File: src/rtl/apec_pkg.sv
/*
 * Package for the ambient phase correction and emitter configuration bank:
 * register map, field layouts, reset values, decode helpers.
 * Assumes a 32-bit Avalon-MM slave with byte addresses, one register per word.
 */
package apec_pkg;

   // register indices as printed; byte address is four times the index
   localparam logic [7:0] IDX_COEF = 8'hB4;
   localparam logic [7:0] IDX_SCALE = 8'hB5;
   localparam logic [7:0] IDX_KNEE = 8'hB8;
   localparam logic [7:0] IDX_EMIT = 8'hB9;
   localparam logic [7:0] IDX_STAT = 8'hBA;
   localparam logic [9:0] ADR_COEF = {IDX_COEF, 2'b00};
   localparam logic [9:0] ADR_SCALE = {IDX_SCALE, 2'b00};
   localparam logic [9:0] ADR_KNEE = {IDX_KNEE, 2'b00};
   localparam logic [9:0] ADR_EMIT = {IDX_EMIT, 2'b00};
   localparam logic [9:0] ADR_STAT = {IDX_STAT, 2'b00};

   localparam logic [23:0] COEF_RST = 24'h000000;
   localparam logic [2:0] SCALE_RST = 3'h0;
   localparam logic [23:0] KNEE_RST = 24'h07FDFF;
   localparam logic [23:0] EMIT_RST = 24'h0001FF;
   // reserved bits 23:21 of the knee register never store a one
   localparam logic [23:0] KNEE_WR_MASK = 24'h1FFFFF;
   localparam int STAT_RUN_BIT = 0;
   localparam int STAT_CNT_LSB = 8;

   localparam logic [1:0] RESP_OKAY = 2'h0;
   localparam logic [1:0] RESP_SLVERR = 2'h2;

   // drive scaling per step code, in microamps
   localparam logic [12:0] STEP_UA_0 = 13'h15E0;
   localparam logic [12:0] STEP_UA_1 = 13'h1068;
   localparam logic [12:0] STEP_UA_2 = 13'h0AF0;
   localparam logic [12:0] STEP_UA_3 = 13'h0578;

   typedef struct packed {
      logic [2:0] resv;
      logic dealias_sel;
      logic [9:0] knee_second;
      logic [9:0] knee_first;
   } apec_knee_t;

   typedef struct packed {
      logic [2:0] step_hi;
      logic [2:0] step_lo;
      logic [1:0] sel_ch2;
      logic [1:0] sel_ch1;
      logic [1:0] sel_ch0;
      logic reroute2;
      logic reroute1;
      logic [9:0] knee_third;
   } apec_emit_t;

   typedef struct packed {
      logic [7:0] coef_three;
      logic [7:0] coef_two;
      logic [7:0] coef_one;
   } apec_coef_t;

   typedef enum logic [1:0] {SRC_DAC_POS, SRC_DAC_NEG, SRC_REF_POS, SRC_REF_NEG} apec_src_t;

   typedef struct packed {
      apec_src_t pos;
      apec_src_t neg;
   } apec_pair_t;

   function automatic logic [23:0] apec_merge(input logic [23:0] old, input logic [31:0] wd, input logic [3:0] be);
      logic [23:0] r;
      r = old;
      for (int i = 0; i < 3; i++) begin
         if (be[i]) begin
            r[i*8 +: 8] = wd[i*8 +: 8];
         end
      end
      return r;
   endfunction : apec_merge

   // codes above 3 are not valid; they yield no drive
   function automatic logic [12:0] apec_step_ua(input logic [2:0] code);
      case (code)
         3'h0: return STEP_UA_0;
         3'h1: return STEP_UA_1;
         3'h2: return STEP_UA_2;
         3'h3: return STEP_UA_3;
         default: return 13'h0000;
      endcase
   endfunction : apec_step_ua

   function automatic apec_pair_t apec_amb_decode(input logic [1:0] code);
      case (code)
         2'h0: return '{pos: SRC_DAC_POS, neg: SRC_DAC_NEG};
         2'h1: return '{pos: SRC_DAC_POS, neg: SRC_REF_POS};
         2'h2: return '{pos: SRC_DAC_NEG, neg: SRC_DAC_POS};
         default: return '{pos: SRC_DAC_NEG, neg: SRC_REF_NEG};
      endcase
   endfunction : apec_amb_decode

endpackage : apec_pkg

File: src/rtl/apec_pwl.sv
/*
 * Piecewise-linear ambient phase correction: three slopes between knees,
 * result shifted right by the scaling factor, one cycle of latency.
 * Assumes configuration inputs are held stable during a frame.
 */
`timescale 1ns/1ns
module apec_pwl import apec_pkg::*; #(
   parameter int AMB_W = 10,
   parameter int CORR_W = 20
) (
   input wire logic sys_clk, // system clock
   input wire logic rst_n, // synchronous reset, active low
   input wire logic amb_valid, // ambient sample strobe
   input wire logic [AMB_W-1:0] amb, // ambient sample
   input wire logic [AMB_W-1:0] knee_first, // first knee
   input wire logic [AMB_W-1:0] knee_second, // second knee
   input wire logic [AMB_W-1:0] knee_third, // third knee
   input wire apec_coef_t coef, // segment slopes
   input wire logic [2:0] scale, // right shift of the sum
   output logic [CORR_W-1:0] corr, // correction value
   output logic corr_valid // correction strobe
);

   logic [CORR_W-1:0] corr_d, corr_q;
   logic valid_d, valid_q;

   // part of a between lo and hi; zero when the knees are out of order
   function automatic logic [AMB_W-1:0] seg_len(input logic [AMB_W-1:0] a, input logic [AMB_W-1:0] lo,
                                                 input logic [AMB_W-1:0] hi);
      if (a <= lo || hi <= lo) begin
         return '0;
      end
      return ((a < hi) ? a : hi) - lo;
   endfunction : seg_len

   always_comb begin
      logic [CORR_W-1:0] sum;
      sum = '0;
      // widen both factors first, a self-sized 8 x 10 product would keep only 10 bits
      sum = CORR_W'(coef.coef_one) * CORR_W'(seg_len(amb, knee_first, knee_second))
          + CORR_W'(coef.coef_two) * CORR_W'(seg_len(amb, knee_second, knee_third))
          + CORR_W'(coef.coef_three) * CORR_W'(seg_len(amb, knee_third, {AMB_W{1'b1}}));
      valid_d = amb_valid;
      corr_d = amb_valid ? (sum >> scale) : corr_q;
   end

   always_ff @(posedge sys_clk) begin
      if (!rst_n) begin
         corr_q <= '0;
         valid_q <= 1'b0;
      end else begin
         corr_q <= corr_d;
         valid_q <= valid_d;
      end
   end

   assign corr = corr_q;
   assign corr_valid = valid_q;
endmodule : apec_pwl

File: src/rtl/apec_cfg.sv
/*
 * Ambient phase correction and emitter configuration register bank with
 * per-frame shadowing, phase output select, emitter steering and ambient
 * ADC input selection.
 * Assumes an Avalon-MM master on sys_clk and a measurement pipeline on the
 * same clock that marks frames with frame_start and frame_end pulses.
 */
`timescale 1ns/1ns
module apec_cfg import apec_pkg::*; #(
   parameter int PHASE_W = 16,
   parameter int AMB_W = 10,
   parameter int CORR_W = 20
) (
   input wire logic sys_clk, // system clock, 100 MHz
   input wire logic rst_n, // synchronous reset, active low
   input wire logic [9:0] avs_address, // byte address
   input wire logic avs_read, // read request
   input wire logic avs_write, // write request
   input wire logic [31:0] avs_writedata, // write data
   input wire logic [3:0] avs_byteenable, // byte lanes
   output logic [31:0] avs_readdata, // read data
   output logic [1:0] avs_response, // okay or slave error
   output logic avs_waitrequest, // stall
   input wire logic frame_start, // frame begins, pulse
   input wire logic frame_end, // frame ends, pulse
   input wire logic [1:0] emit_ch_sel, // active emitter channel 0..2
   input wire logic emit_drive_high, // high DAC current phase
   input wire logic phase_valid, // phase sample strobe
   input wire logic [PHASE_W-1:0] phase_in, // ordinary phase
   input wire logic [PHASE_W-1:0] dealiased_phase_in, // de-aliased phase
   input wire logic amb_valid, // ambient sample strobe
   input wire logic [AMB_W-1:0] ambient_in, // ambient sample
   output logic [PHASE_W-1:0] phase_result_output, // selected phase
   output logic phase_result_valid, // phase strobe
   output logic [2:0] emitter_drive_en, // one-hot emitter pad enable
   output logic [12:0] drive_current_ua, // channel 2 drive step in uA
   output apec_pair_t ambient_src, // ambient ADC input pair
   output logic [CORR_W-1:0] ambient_correction, // phase correction
   output logic ambient_correction_valid // correction strobe
);

   typedef enum logic {FR_IDLE, FR_RUN} apec_state_t;

   // bus handshake
   logic ack_d, ack_q;
   logic [31:0] rdata_d, rdata_q;
   logic [1:0] resp_d, resp_q;
   logic req, commit;

   // live registers
   apec_knee_t knee_d, knee_q;
   apec_emit_t emit_d, emit_q;
   apec_coef_t coef_d, coef_q;
   logic [2:0] scale_d, scale_q;

   // frame shadows
   apec_state_t state_d, state_q;
   apec_knee_t knee_sh_d, knee_sh_q;
   apec_emit_t emit_sh_d, emit_sh_q;
   apec_coef_t coef_sh_d, coef_sh_q;
   logic [2:0] scale_sh_d, scale_sh_q;
   logic [7:0] frame_cnt_d, frame_cnt_q;

   // outputs
   logic [PHASE_W-1:0] phase_d, phase_q;
   logic phase_vld_d, phase_vld_q;
   logic [2:0] drive_en_d, drive_en_q;
   logic [12:0] drive_ua_d, drive_ua_q;
   apec_pair_t src_d, src_q;

   // every access stalls one cycle so read data comes from a flop
   assign req = avs_read | avs_write;
   assign commit = req & ack_q;
   assign avs_waitrequest = req & ~ack_q;

   always_comb begin
      ack_d = req & ~ack_q;
      resp_d = RESP_OKAY;
      rdata_d = 32'h00000000;
      case (avs_address)
         ADR_COEF: rdata_d = {8'h00, coef_q};
         ADR_SCALE: rdata_d = {29'h00000000, scale_q};
         ADR_KNEE: rdata_d = {8'h00, 3'h0, knee_q.dealias_sel, knee_q.knee_second, knee_q.knee_first};
         ADR_EMIT: rdata_d = {8'h00, emit_q};
         ADR_STAT: begin
            rdata_d[STAT_RUN_BIT] = (state_q == FR_RUN);
            rdata_d[STAT_CNT_LSB +: 8] = frame_cnt_q;
         end
         default: resp_d = RESP_SLVERR;
      endcase
   end

   always_ff @(posedge sys_clk) begin
      if (!rst_n) begin
         ack_q <= 1'b0;
         rdata_q <= 32'h00000000;
         resp_q <= RESP_OKAY;
      end else begin
         ack_q <= ack_d;
         rdata_q <= rdata_d;
         resp_q <= resp_d;
      end
   end

   assign avs_readdata = rdata_q;
   assign avs_response = resp_q;

   // register writes land on the edge where waitrequest is low
   always_comb begin
      knee_d = knee_q;
      emit_d = emit_q;
      coef_d = coef_q;
      scale_d = scale_q;
      if (commit && avs_write) begin
         case (avs_address)
            ADR_COEF: coef_d = apec_coef_t'(apec_merge(coef_q, avs_writedata, avs_byteenable));
            ADR_SCALE: begin
               if (avs_byteenable[0]) begin
                  scale_d = avs_writedata[2:0];
               end
            end
            ADR_KNEE: knee_d = apec_knee_t'(apec_merge(knee_q, avs_writedata, avs_byteenable) & KNEE_WR_MASK);
            ADR_EMIT: emit_d = apec_emit_t'(apec_merge(emit_q, avs_writedata, avs_byteenable));
            default: knee_d = knee_q;
         endcase
      end
   end

   always_ff @(posedge sys_clk) begin
      if (!rst_n) begin
         knee_q <= apec_knee_t'(KNEE_RST);
         emit_q <= apec_emit_t'(EMIT_RST);
         coef_q <= apec_coef_t'(COEF_RST);
         scale_q <= SCALE_RST;
      end else begin
         knee_q <= knee_d;
         emit_q <= emit_d;
         coef_q <= coef_d;
         scale_q <= scale_d;
      end
   end

   // shadows load only at frame start; a write mid-frame waits for the next one
   always_comb begin
      state_d = state_q;
      knee_sh_d = knee_sh_q;
      emit_sh_d = emit_sh_q;
      coef_sh_d = coef_sh_q;
      scale_sh_d = scale_sh_q;
      frame_cnt_d = frame_cnt_q;
      case (state_q)
         FR_IDLE: begin
            if (frame_start) begin
               state_d = FR_RUN;
            end
         end
         FR_RUN: begin
            if (frame_start) begin
               state_d = FR_RUN;
            end else if (frame_end) begin
               state_d = FR_IDLE;
            end
         end
         default: state_d = FR_IDLE;
      endcase
      if (frame_start) begin
         knee_sh_d = knee_q;
         emit_sh_d = emit_q;
         coef_sh_d = coef_q;
         scale_sh_d = scale_q;
         frame_cnt_d = frame_cnt_q + 8'h01;
      end
   end

   always_ff @(posedge sys_clk) begin
      if (!rst_n) begin
         state_q <= FR_IDLE;
         knee_sh_q <= apec_knee_t'(KNEE_RST);
         emit_sh_q <= apec_emit_t'(EMIT_RST);
         coef_sh_q <= apec_coef_t'(COEF_RST);
         scale_sh_q <= SCALE_RST;
         frame_cnt_q <= 8'h00;
      end else begin
         state_q <= state_d;
         knee_sh_q <= knee_sh_d;
         emit_sh_q <= emit_sh_d;
         coef_sh_q <= coef_sh_d;
         scale_sh_q <= scale_sh_d;
         frame_cnt_q <= frame_cnt_d;
      end
   end

   // steering works from the frame's shadow copy; emitter is dark between frames
   always_comb begin
      phase_vld_d = phase_valid;
      phase_d = phase_q;
      if (phase_valid) begin
         phase_d = knee_sh_q.dealias_sel ? dealiased_phase_in : phase_in;
      end
      drive_en_d = 3'h0;
      drive_ua_d = 13'h0000;
      src_d = apec_amb_decode(emit_sh_q.sel_ch0);
      case (emit_ch_sel)
         2'h1: begin
            src_d = apec_amb_decode(emit_sh_q.sel_ch1);
            drive_en_d = emit_sh_q.reroute1 ? 3'h1 : 3'h2;
         end
         2'h2: begin
            src_d = apec_amb_decode(emit_sh_q.sel_ch2);
            drive_en_d = emit_sh_q.reroute2 ? 3'h1 : 3'h4;
            drive_ua_d = emit_drive_high ? apec_step_ua(emit_sh_q.step_hi)
                                         : apec_step_ua(emit_sh_q.step_lo);
         end
         2'h0: drive_en_d = 3'h1;
         default: drive_en_d = 3'h0;
      endcase
      if (state_q != FR_RUN) begin
         drive_en_d = 3'h0;
         drive_ua_d = 13'h0000;
      end
   end

   always_ff @(posedge sys_clk) begin
      if (!rst_n) begin
         phase_q <= '0;
         phase_vld_q <= 1'b0;
         drive_en_q <= 3'h0;
         drive_ua_q <= 13'h0000;
         src_q <= '{pos: SRC_DAC_POS, neg: SRC_DAC_NEG};
      end else begin
         phase_q <= phase_d;
         phase_vld_q <= phase_vld_d;
         drive_en_q <= drive_en_d;
         drive_ua_q <= drive_ua_d;
         src_q <= src_d;
      end
   end

   assign phase_result_output = phase_q;
   assign phase_result_valid = phase_vld_q;
   assign emitter_drive_en = drive_en_q;
   assign drive_current_ua = drive_ua_q;
   assign ambient_src = src_q;

   apec_pwl #(.AMB_W(AMB_W), .CORR_W(CORR_W)) u_pwl (
      .sys_clk(sys_clk),
      .rst_n(rst_n),
      .amb_valid(amb_valid),
      .amb(ambient_in),
      .knee_first(knee_sh_q.knee_first),
      .knee_second(knee_sh_q.knee_second),
      .knee_third(emit_sh_q.knee_third),
      .coef(coef_sh_q),
      .scale(scale_sh_q),
      .corr(ambient_correction),
      .corr_valid(ambient_correction_valid)
   );
endmodule : apec_cfg

File: config.mk
export PLATFORM = sky130hd
export DESIGN_NAME = apec_cfg
export DESIGN_NICKNAME = d
export VERILOG_FILES = /design/src/rtl/apec_pkg.sv /design/src/rtl/apec_pwl.sv /design/src/rtl/apec_cfg.sv
export SDC_FILE = /design/constraint.sdc
export NUM_CORES = 1
export LEC_CHECK = 0
export BUFFER_PORTS_ARGS = -buffer_cell sky130_fd_sc_hd__buf_2
export CORE_UTILIZATION = 56
export CTS_CLUSTER_DIAMETER = 200
export CTS_CLUSTER_SIZE = 16
export DETAILED_ROUTE_END_ITERATION = 10
export GPL_TIMING_DRIVEN = 0
export PLACE_DENSITY = 0.79
export SLEW_MARGIN = 20
export SYNTH_ARGS = -nofsm -noshare
export SYNTH_HDL_FRONTEND = slang
export SYNTH_SLANG_ARGS = --single-unit
File: constraint.sdc
create_clock -name sys_clk -period 13 [get_ports sys_clk]
set_input_delay 2.6 -clock sys_clk [delete_from_list [all_inputs] [get_ports sys_clk]]
set_output_delay 2.6 -clock sys_clk [all_outputs]
set_load 0.03 [all_outputs]
==> key figures, run 1 <==
Run status
  – Status: finished with violations
  – Violated checks: negative setup slack

Global route
  – Global-route wire length before repair: a little over 90 mm
  – Vias in the first global route: between 15k and 20k
  – Largest net degree at the start of global routing: 17
  – Initial antenna violation count: 0
  – Total global-route track usage: 0.313
  – Global route overflow: 0

CTS
  – Clock sink total: 230
  – Clock slew at reported path FFs: roughly 80 ps
  – Clock Path Buffers: 3
  – H-tree depth: 1
  – Total CTS buffers: 18
  – CTS tree: done
  – Later-pin clock latency in the skew report: roughly 500 ps
  – # hold bufs at CTS: 0
  – Clock tree root driver cell: clkbuf_16

STA
  – FMAX: ~0.074 GHz
  – Relative slew margins: 0.220
  – Post-route clock period utilization: 1.05
  – WHS: 453 ps
  – Setup Viol. Count Final: 18
  – RSZ-0062 raised after global routing: true
  – Setup ws final: -599 ps
  – Period minus WS final: ~14000 ps
  – Final hold vios: 0
  – Clock Skew: ~20 ps
  – Worst-margin pin slew: 1170 ps
  – Slew Viols, Final: 0

Logic synthesis
  – Avg Inst Size Synth: 8.80 µm²
  – Synth Flop Type: dfxtp_1
  – Synth Register Bits: 230
  – Asr flop ratio synth: 0
  – EDFF count, synth: 0
  – Top-count cell post-synth: inv_1
  – Post-synthesis sequential area ratio: 0.227
  – Mapped Area: approximately 20000 µm²
  – Commonest cells in the netlist: inv_1, dfxtp_1, nand2_1, nor2_1, ha_1
  – Dominant cell type by area after synthesis: dfxtp_1
  – Unique masters post-synth: 67
  – Syn Inst Count: around 2.3k
  – Synth top area share: 0.227
  – Ys Warns: 0
  – Largest cells by area after synthesis: dfxtp_1, fa_1, ha_1

Die
  – Core area: 35700 µm²
  – Die height: between 150 and 200 µm
  – Initial core utilization: 0.569
  – Die Area: 37000 µm²
  – Row count: slightly below 70
  – Ports: 192
  – Chip width: slightly below 200 µm

Setup path
  – CP Capture Type: flip-flop
  – Crit start category: primary input
  – CP Max Fanout: 6
  – Most used cell, CP: fa_1
  – Critical path required time: approximately 13000 ps
  – Critical Path Max Stage Delay: around 570 ps
  – Arrival @ worst endpoint: between 10000 and 15000 ps
  – Slowest-stage cell, CP: fa_1
  – Critical path type: primary input to flip-flop
  – R2R Setup Slk: 780 ps

Routing
  – Via density: approximately 6
  – Routed Antenna Nets: 0
  – WL final: between 50 and 60 mm
  – TritonRoute pass-1 iters: 8
  – Drt initial violations: roughly 1.6k
  – Via count: approximately 18k
  – DR DRC count: 0
  – Post-DR wirelength/cell: roughly 19 µm

Power
  – Leakage: 10.9 nW
  – Seq pwr share: 0.448
  – Sw frac: 0.305
  – Clk pwr share: 0.313
  – Sw power: 0.000494 W
  – Tot Pwr: about 0.0016 W
  – Maximum VDD drop: around 0.00013 V
  – Pwr dens: 68.3 nW/µm²
  – Int Pwr: about 0.0011 W
  – Combinational share of power: 0.239

Placement
  – Port Buf Inserts: 164
  – Placed inst area: 22000 µm²
  – Placer congestion estimate: between 1 and 1.5
  – Post-DP HPWL: 45.8 mm

Layout
  – Area Growth Syn to Fin: 16.8%
  – Final nets: approximately 3k
  – Final Core Density: 0.665
  – Post-route cell area: between 20000 and 25000 µm²
  – Diode count: 0
  – Share of cells above drive strength 1: 0.168

Min path
  – Worst Hold Class: flip-flop to flip-flop

Job
  – Max_cap viols: 0
worst max-delay path: cells and delay by family:
kind / cells / cell delay (ps)
adders and majority gates: 14 / 5830
AOI/OAI and AO/OA: 16 / 2590
and+or+nand+nor: 8 / 1000
muxes: 3 / 1000
xor gates and xnor gates: 3 / 640
buffers and inverters: 5 / 310
placed cells by master (no fill, tap or decap), types with 13 or more instances in the layout:
cell type,instances
o21a_1,14
nor3_1,55
ha_4,22
mux2_2,16
ha_1,175
dfxtp_1,230
a222oi_1,20
clkbuf_16,19
nand2b_1,23
buf_2,164
buf_4,65
and2_1,46
a21o_1,26
inv_1,311
a21oi_2,14
xnor2_1,17
and3_1,14
o211ai_1,34
mux2i_1,137
a21oi_1,63
xor2_1,15
nand4_1,14
o21ai_0,26
nand3_1,48
a211oi_1,30
conb_1,13
clkbuf_1,80
nor2_1,207
nand2_1,226
nor2b_1,19
fa_1,187
final cells by class:
| type | count | area (µm²) |
|---|---|---|
| Buffer | 109 | 482 |
| Clock buffer | 19 | 475 |
| Clock inverter | 1 | 11.3 |
| Fill cell | 2842 | 11900 |
| Inverter | 323 | 1210 |
| Multi-Input combinational cell | 1656 | 15100 |
| Sequential cell | 230 | 4600 |
| Tap cell | 461 | 577 |
| Timing Repair Buffer | 218 | 1260 |
power by group through the flow:
| stage | Clock [W] | Sequential [W] | Combinational (W) |
|---|---|---|---|
| final | 0.000506 | 0.000725 | 0.000387 |
| after global routing | 0.000536 | 0.000725 | 0.000410 |
| after CTS | 0.000510 | 0.000724 | 0.000362 |
| after detailed placement | 0 | 0.000741 | 0.000299 |
| after global placement | 0 | 0.000740 | 0.000294 |
| after floorplan | 0 | 0.000752 | 0.000186 |
final timing paths:
check	from	endpoint	depth (start not counted)
min	emit_sh_q[10]	emitter_drive_en[1]	1
max reg2reg	knee_sh_q[11]	u_pwl.corr[11]	47
min reg2reg	emit_sh_q[10]	emitter_drive_en[1]	1
max	ambient_in[1]	u_pwl.corr[11]	49
stage by stage:
stage	TNS, ps	std cells	setup slack (ps)
after detailed placement	-35140	2944	-2050
after global placement	-32300	2944	-1910
after global routing	-15620	3017	-1020
after floorplan	-3770	2319	-410
after CTS	-5800	3006	-536
final	-8250	3017	-599
layer usage:
layer	track usage	share of wire
met1	0.422	0.41
met4	0.128	0.043
met5	0	0
met3	0.0335	0.072
met2	0.512	0.47
what timing repair did:
action | in CTS | in global routing
gates cloned | 0 | 0
gates resized for setup | 96 | 51
pin swaps | 78 | 66
endpoints found under the setup margin | 20 | 20
setup buffers | 43 | 12
sequential cells by signal, summed over array words and instances (netlist names), 7 cells and up:
register and flops:
avs_readdata 24, coef_q 24, coef_sh_q 24, emit_q 24
emit_sh_q 24, knee_q 21, knee_sh_q 21, u_pwl.corr 20
phase_result_output 16, frame_cnt_q 8, drive_current_ua 7
kinds of logic (layout without fill, tap and decap cells):
group	Yosys count	in the layout	share of synthesized area
buf+inv	433	670	0.0832
other cells	1	13	0.000185
xor+xnor	56	56	0.0242
flops	230	230	0.227
simple gates	725	725	0.167
compound gates	310	310	0.104
mux	161	161	0.0824
fa+ha+maj	391	391	0.312
(Power assumes the default switching activity.)
==> inputs of run 2 (changes only) <==
--- a/config.mk
+++ b/config.mk
@@ -11,7 +11,7 @@
 export CTS_CLUSTER_SIZE = 16
 export DETAILED_ROUTE_END_ITERATION = 10
 export GPL_TIMING_DRIVEN = 0
-export PLACE_DENSITY = 0.79
+export PLACE_DENSITY = 0.76
 export SLEW_MARGIN = 20
 export SYNTH_ARGS = -nofsm -noshare
 export SYNTH_HDL_FRONTEND = slang
==> key figures, run 2 (synthesized netlist as in run 1, its figures left out) <==
STA
  – Slew Viols, Final: 0 (unchanged)
  – Relative slew margins: 0.206 (-0.0146)
  – Setup ws final: -748 ps (-148 ps)
  – FMAX: 0.0727 GHz (-1.1%)
  – Final hold vios: 0 (unchanged)
  – Setup Viol. Count Final: 17 (-1)
  – Period minus WS final: 13750 ps (+148 ps)
  – RSZ-0062 raised after global routing: true
  – Post-route clock period utilization: 1.06 (+0.0114)
  – Worst-margin pin slew: 1190 ps (+21.9 ps)
  – Setup TNS: -9700 ps (-1440 ps)
  – Clock Skew: 13.8 ps (-6.48 ps)

Global route
  – Vias in the first global route: 17.3k (-0.12%)
  – Global route overflow: 0 (unchanged)
  – Initial antenna violation count: 1 (+1)
  – Total global-route track usage: 0.312 (-0.000760)
  – Largest net degree at the start of global routing: 17 (unchanged)
  – Global-route wire length before repair: 90.3 mm (-0.14%)

CTS
  – Clock sink total: 230 (unchanged)
  – Clock tree root driver cell: clkbuf_16
  – H-tree depth: 1 (unchanged)
  – CTS tree: done
  – Later-pin clock latency in the skew report: 490 ps (about the same)
  – Total CTS buffers: 18 (unchanged)
  – Clock Path Buffers: 3 (unchanged)
  – Clock slew at reported path FFs: 70 ps (about the same)

Setup path
  – CP Capture Type: flip-flop
  – Most used cell, CP: fa_1
  – Critical path type: primary input to flip-flop
  – Critical Path Max Stage Delay: 560 ps (about the same)
  – Worst r2r dst: u_pwl.corr[11]
  – Crit start category: primary input
  – Reg2reg path depth: 49 (+4.3%)
  – Slowest-stage cell, CP: fa_1
  – Worst reg2reg startpoint: knee_sh_q[11]
  – R2R Setup Slk: 630 ps (-150 ps)
  – Arrival @ worst endpoint: 14090 ps (+140 ps)
  – CP Max Fanout: 6 (unchanged)
  – Critical path required time: 13350 ps (about the same)

Placement
  – Dpl cells: 2944 (unchanged)
  – Port Buf Inserts: 164 (unchanged)
  – Placer congestion estimate: 1.02 (+0.41%)
  – Placed inst area: 22000 µm² (about the same)
  – Post-DP HPWL: 45.5 mm (-0.66%)

Routing
  – Routed Antenna Nets: 0 (unchanged)
  – TritonRoute pass-1 iters: 9 (+1)
  – WL final: 57.4 mm (-1.4%)
  – Post-DR wirelength/cell: 19.1 µm (-1.2%)
  – Via density: 5.83 (about the same)
  – Drt initial violations: 1326 (-15%)
  – DR DRC count: 4 (+4)
  – Via count: 17.6k (-0.16%)

Layout
  – Sequential cell area: 4600 µm² (unchanged)
  – Final nets: 3039 (-0.23%)
  – Filler instances: 2877 (+1.2%)
  – Final Core Density: 0.662 (-0.00355)
  – Post-route cell area: 23600 µm² (-0.53%)
  – Area Growth Syn to Fin: 16.2%
  – Multi-input gate area: 15000 µm² (-0.49%)
  – Final non-filler cell total: 3011 (-0.20%)
  – Share of cells above drive strength 1: 0.166 (-0.00228)
  – Commonest non-fill, non-tap cell in the layout: inv_1
  – Most frequent cells in the layout: inv_1, dfxtp_1, nand2_1

Die
  – Ports: 192 (unchanged)
  – Die height: 192 µm (unchanged)
  – Die Area: 37000 µm² (unchanged)
  – Chip width: 192 µm (unchanged)
  – Core area: 35700 µm² (unchanged)
  – Row count: 69 (unchanged)
  – Initial core utilization: 0.569 (unchanged)

Min path
  – Worst Hold Class: flip-flop to flip-flop
  – Hold EP: u_pwl.corr[18]
  – Hold_sp: u_pwl.corr[18]
  – Hold path depth: 2 (+1)

Power
  – Leakage: 10.8 nW (-0.76%)
  – Pwr dens: 68.5 nW/µm² (+0.41%)
  – Tot Pwr: 0.00162 W (-0.13%)
  – Maximum VDD drop: 0.0000855 V (-35%)

Run status
  – Status: finished with violations
  – Violated checks: design-rule violations, negative setup slack

Job
  – Max_cap viols: 0 (unchanged)
[run 2: changes by cell type in the layout (fill, tap and decap cells not counted), moves of 3 or more]
cell,before,now
buf_4,65,57
ha_2,2,8
ha_4,22,17
a211oi_2,1,4
a21boi_2,0,3
nand2_1,226,223
nand2_2,3,6
nor3_1,55,52
nor3_2,6,9
[run 2: layout make-up]
cell class	count	area share
Timing Repair Buffer	211	0.0513
Clock inverter	1	0.000477
Antenna cell	1	0.000106
Clock buffer	19	0.0202
Inverter	323	0.0514
Buffer	109	0.0203
Multi-Input combinational cell	1656	0.637
Tap cell	461	0.0245
Sequential cell	230	0.195
[run 2: worst max-delay path by stage]
stage,end,startpoint,slack (ps),cells past startpoint
final,u_pwl.corr[11],ambient_in[1],-750,50
after global routing,u_pwl.corr[11],ambient_in[0],-1070,52
after CTS,u_pwl.corr[11],ambient_in[1],-530,49
after detailed placement,u_pwl.corr[16],ambient_in[1],-1970,46
after global placement,u_pwl.corr[16],ambient_in[1],-1820,46
after floorplan,u_pwl.corr[11],ambient_in[1],-410,49
[run 2: critical path, delay by kind of cell]
family          cells  cell delay (ps)
buf+inv             7              520
mux                 3             1010
fa+ha+maj          14             5990
simple gates        8             1060
compound gates     15             2340
xor+xnor            3              580
[run 2: through the flow]
stage                     setup slack (ps)  hold slack [ps]
after floorplan                       -410              412
after global placement               -1820              455
after detailed placement             -1970              445
after CTS                             -525              462
after global routing                 -1070              483
final                                 -748              468
[run 2: per-layer routing]
| layer | GRT usage | vias to the layer above | wire (µm) |
|---|---|---|---|
| li1 | - | 8106 | - |
| met2 | 0.513 | 701 | 27100 |
| met3 | 0.0382 | 135 | 4150 |
| met1 | 0.416 | 8622 | 23800 |
| met5 | 0 | - | 0 |
| met4 | 0.129 | 0 | 2450 |
[run 2: what timing repair did]
action,in CTS,in global routing
resized for setup,82,60
setup buffers,37,11
endpoints found under the setup margin,20,19
hold buffers,0,0
pin swaps,83,59
[run 2: where the power goes]
part	internal, W	switching (W)	leakage [nW]	total, W
clock network	0.000261	0.000247	0.240	0.000508
logic	0.000144	0.000241	8.73	0.000384
registers	0.000716	0.00000857	1.87	0.000724
==> inputs of run 3 (changes only) <==
--- a/config.mk
+++ b/config.mk
@@ -6,12 +6,12 @@
 export NUM_CORES = 1
 export LEC_CHECK = 0
 export BUFFER_PORTS_ARGS = -buffer_cell sky130_fd_sc_hd__buf_2
-export CORE_UTILIZATION = 56
+export CORE_UTILIZATION = 60
 export CTS_CLUSTER_DIAMETER = 200
 export CTS_CLUSTER_SIZE = 16
 export DETAILED_ROUTE_END_ITERATION = 10
 export GPL_TIMING_DRIVEN = 0
-export PLACE_DENSITY = 0.76
+export PLACE_DENSITY = 0.78
 export SLEW_MARGIN = 20
 export SYNTH_ARGS = -nofsm -noshare
 export SYNTH_HDL_FRONTEND = slang
==> constraint.sdc (replaced) <==
create_clock -name sys_clk -period 16.42 [get_ports sys_clk]
set_input_delay 3.284 -clock sys_clk [delete_from_list [all_inputs] [get_ports sys_clk]]
set_output_delay 3.284 -clock sys_clk [all_outputs]
set_load 0.03 [all_outputs]
==> key figures, run 3 (synthesized netlist as in run 1, its figures left out) <==
Run status
  – Status: finished clean

Min path
  – Worst Hold Class: flip-flop to flip-flop
  – Hold_sp: u_pwl.corr[17]
  – Hold path depth: 2 (unchanged)
  – Hold EP: u_pwl.corr[17]

Setup path
  – CP Capture Type: flip-flop
  – Slowest-stage cell, CP: fa_1
  – Worst r2r dst: u_pwl.corr[12]
  – Crit start category: primary input
  – Most used cell, CP: fa_1
  – Critical path type: primary input to flip-flop
  – Reg2reg path depth: 48 (-2.0%)
  – Worst reg2reg startpoint: knee_sh_q[11]
  – R2R Setup Slk: 3050 ps (+2420 ps)
  – Critical Path Max Stage Delay: 560 ps (about the same)
  – Critical path required time: 16800 ps (+3450 ps)
  – CP Max Fanout: 10 (+4)
  – Arrival @ worst endpoint: 15920 ps (+1830 ps)

Power
  – Leakage: 10.4 nW (-3.6%)
  – Pwr dens: 54.2 nW/µm² (-21%)
  – Clk pwr share: 0.329 (+0.015)
  – Int Pwr: 0.000840 W (-25%)
  – Combinational share of power: 0.194 (-0.044)
  – Sw frac: 0.302 (-0.00465)
  – Maximum VDD drop: 0.0000814 V (-4.7%)
  – Seq pwr share: 0.477 (+0.029)
  – Sw power: 0.000364 W (-27%)
  – Tot Pwr: 0.00120 W (-26%)

STA
  – Slew Viols, Final: 0 (unchanged)
  – RSZ-0062 raised after global routing: false
  – Post-route clock period utilization: 0.946
  – Period minus WS final: around 16000 ps
  – FMAX: approximately 0.064 GHz
  – Final hold vios: 0 (unchanged)
  – Relative slew margins: 0.220 (+0.0145)
  – Clock Skew: 29.8 ps (+16.0 ps)
  – Setup Viol. Count Final: 0 (-17)
  – Setup TNS: 0 ps (+9700 ps)
  – Worst-margin pin slew: 1170 ps (-21.7 ps)

Layout
  – Diode count: 0 (-1)
  – Area Growth Syn to Fin: 9.45%
  – Sequential cell area: 4600 µm² (unchanged)
  – Most frequent cells in the layout: inv_1, nand2_1, dfxtp_1
  – Filler instances: 2744 (-4.6%)
  – Final nets: 2993 (-1.5%)
  – Commonest non-fill, non-tap cell in the layout: inv_1
  – Share of cells above drive strength 1: 0.100 (-0.0657)
  – Multi-input gate area: 14100 µm² (-6.3%)

Routing
  – Via count: 17.2k (-2.3%)
  – TritonRoute pass-1 iters: 7 (-2)
  – WL final: 54.8 mm (-4.6%)
  – Routed Antenna Nets: 0 (unchanged)
  – DR DRC count: 0 (-4)
  – Drt initial violations: 1472 (+11%)
  – Post-DR wirelength/cell: 18.6 µm (-2.5%)
  – Via density: 5.82 (-0.16%)

Global route
  – Total global-route track usage: 0.325 (+0.0124)
  – Global-route wire length before repair: 87.4 mm (-3.3%)
  – Largest net degree at the start of global routing: 17 (unchanged)
  – Initial antenna violation count: 0 (-1)
  – Global route overflow: 0 (unchanged)
  – Vias in the first global route: 16.8k (-2.5%)

CTS
  – CTS tree: done
  – Clock Path Buffers: 3 (unchanged)
  – H-tree depth: 1 (unchanged)
  – Post-CTS Setup Repair Bufs: 0 (-100%)
  – Later-pin clock latency in the skew report: 510 ps (+20 ps)
  – Clock slew at reported path FFs: 70 ps (about the same)
  – Total CTS buffers: 18 (unchanged)
  – Clock tree root driver cell: clkbuf_16
  – Clock sink total: 230 (unchanged)

Die
  – Core area: 32900 µm² (-7.6%)
  – Row count: 66 (-4.3%)
  – Die height: 186 µm (-3.4%)
  – Initial core utilization: 0.616 (+0.0468)
  – Die Area: 34600 µm² (-6.6%)
  – Chip width: 186 µm (-3.4%)
  – Ports: 192 (unchanged)

Job
  – Max_cap viols: 0 (unchanged)

Placement
  – Post-DP HPWL: 45.5 mm (-0.14%)
  – Port Buf Inserts: 164 (unchanged)
  – Placer congestion estimate: 1.03 (+1.3%)
run 3: changes by cell type in the layout (fill, tap and decap cells not counted), sizes merged:
cell / before / now
buf: 240 / 193
clkbuf: 99 / 100
clkinv: 1 / 2
diode: 1 / 0
run 3: power groups by stage:
stage | Sequential [W] | Clock (W) | Combinational (W)
after CTS | 0.000574 | 0.000400 | 0.000229
after global placement | 0.000587 | 0 | 0.000224
after global routing | 0.000575 | 0.000422 | 0.000252
after detailed placement | 0.000587 | 0 | 0.000228
final | 0.000574 | 0.000396 | 0.000233
after floorplan | 0.000595 | 0 | 0.000141
run 3: how the worst max path moves through the flow:
stage	from	end	slack (ps)	depth (start not counted)
floorplan	ambient_in[1]	u_pwl.corr[12]	1680	49
global placement	ambient_in[1]	u_pwl.corr[16]	350	50
detailed placement	ambient_in[1]	u_pwl.corr[12]	270	50
CTS	ambient_in[1]	u_pwl.corr[12]	730	50
global route	ambient_in[1]	u_pwl.corr[16]	150	50
finish	ambient_in[1]	u_pwl.corr[12]	880	48
run 3: critical path: cells and delay by family:
family	cells	cell delay [ps]
fa+ha+maj	15	6690
compound gates	17	3280
buf+inv	7	730
simple gates	6	1040
xor+xnor	2	630
mux	1	250
run 3: what timing repair did:
action,in CTS,in global routing
hold buffers,0,0
gates resized for setup,0,3
endpoints found under the setup margin,0,6
run 3: area by class of cell:
class	instances	share of cell area
multi-input combinational	1656	0.633
sequential	230	0.207
inverter	323	0.0546
timing repair buffer	164	0.0369
tap	442	0.0249
buffer	110	0.0215
clock buffer	19	0.0204
clock inverter	2	0.00124
run 3: stage by stage:
stage,setup slack (ps),instance area [µm²],hold slack (ps),util,cells
2_1_floorplan,1680,20300,412,-,2319
3_3_place_gp,346,21700,456,0.659,2925
3_5_place_dp,266,21700,453,0.659,2925
4_1_cts,732,22200,465,0.674,2946
5_1_grt,149,22200,499,0.674,2946
6_report,882,22200,464,0.674,2946
run 3: layer usage:
metal | wire length [µm] | share of wire | global-route usage | up-vias
met1 | 23300 | 0.42 | 0.436 | 8246
met2 | 24700 | 0.45 | 0.518 | 746
met4 | 2690 | 0.049 | 0.155 | 0
li1 | - | - | - | 8022
met5 | 0 | 0 | 0 | -
met3 | 4160 | 0.076 | 0.0407 | 144
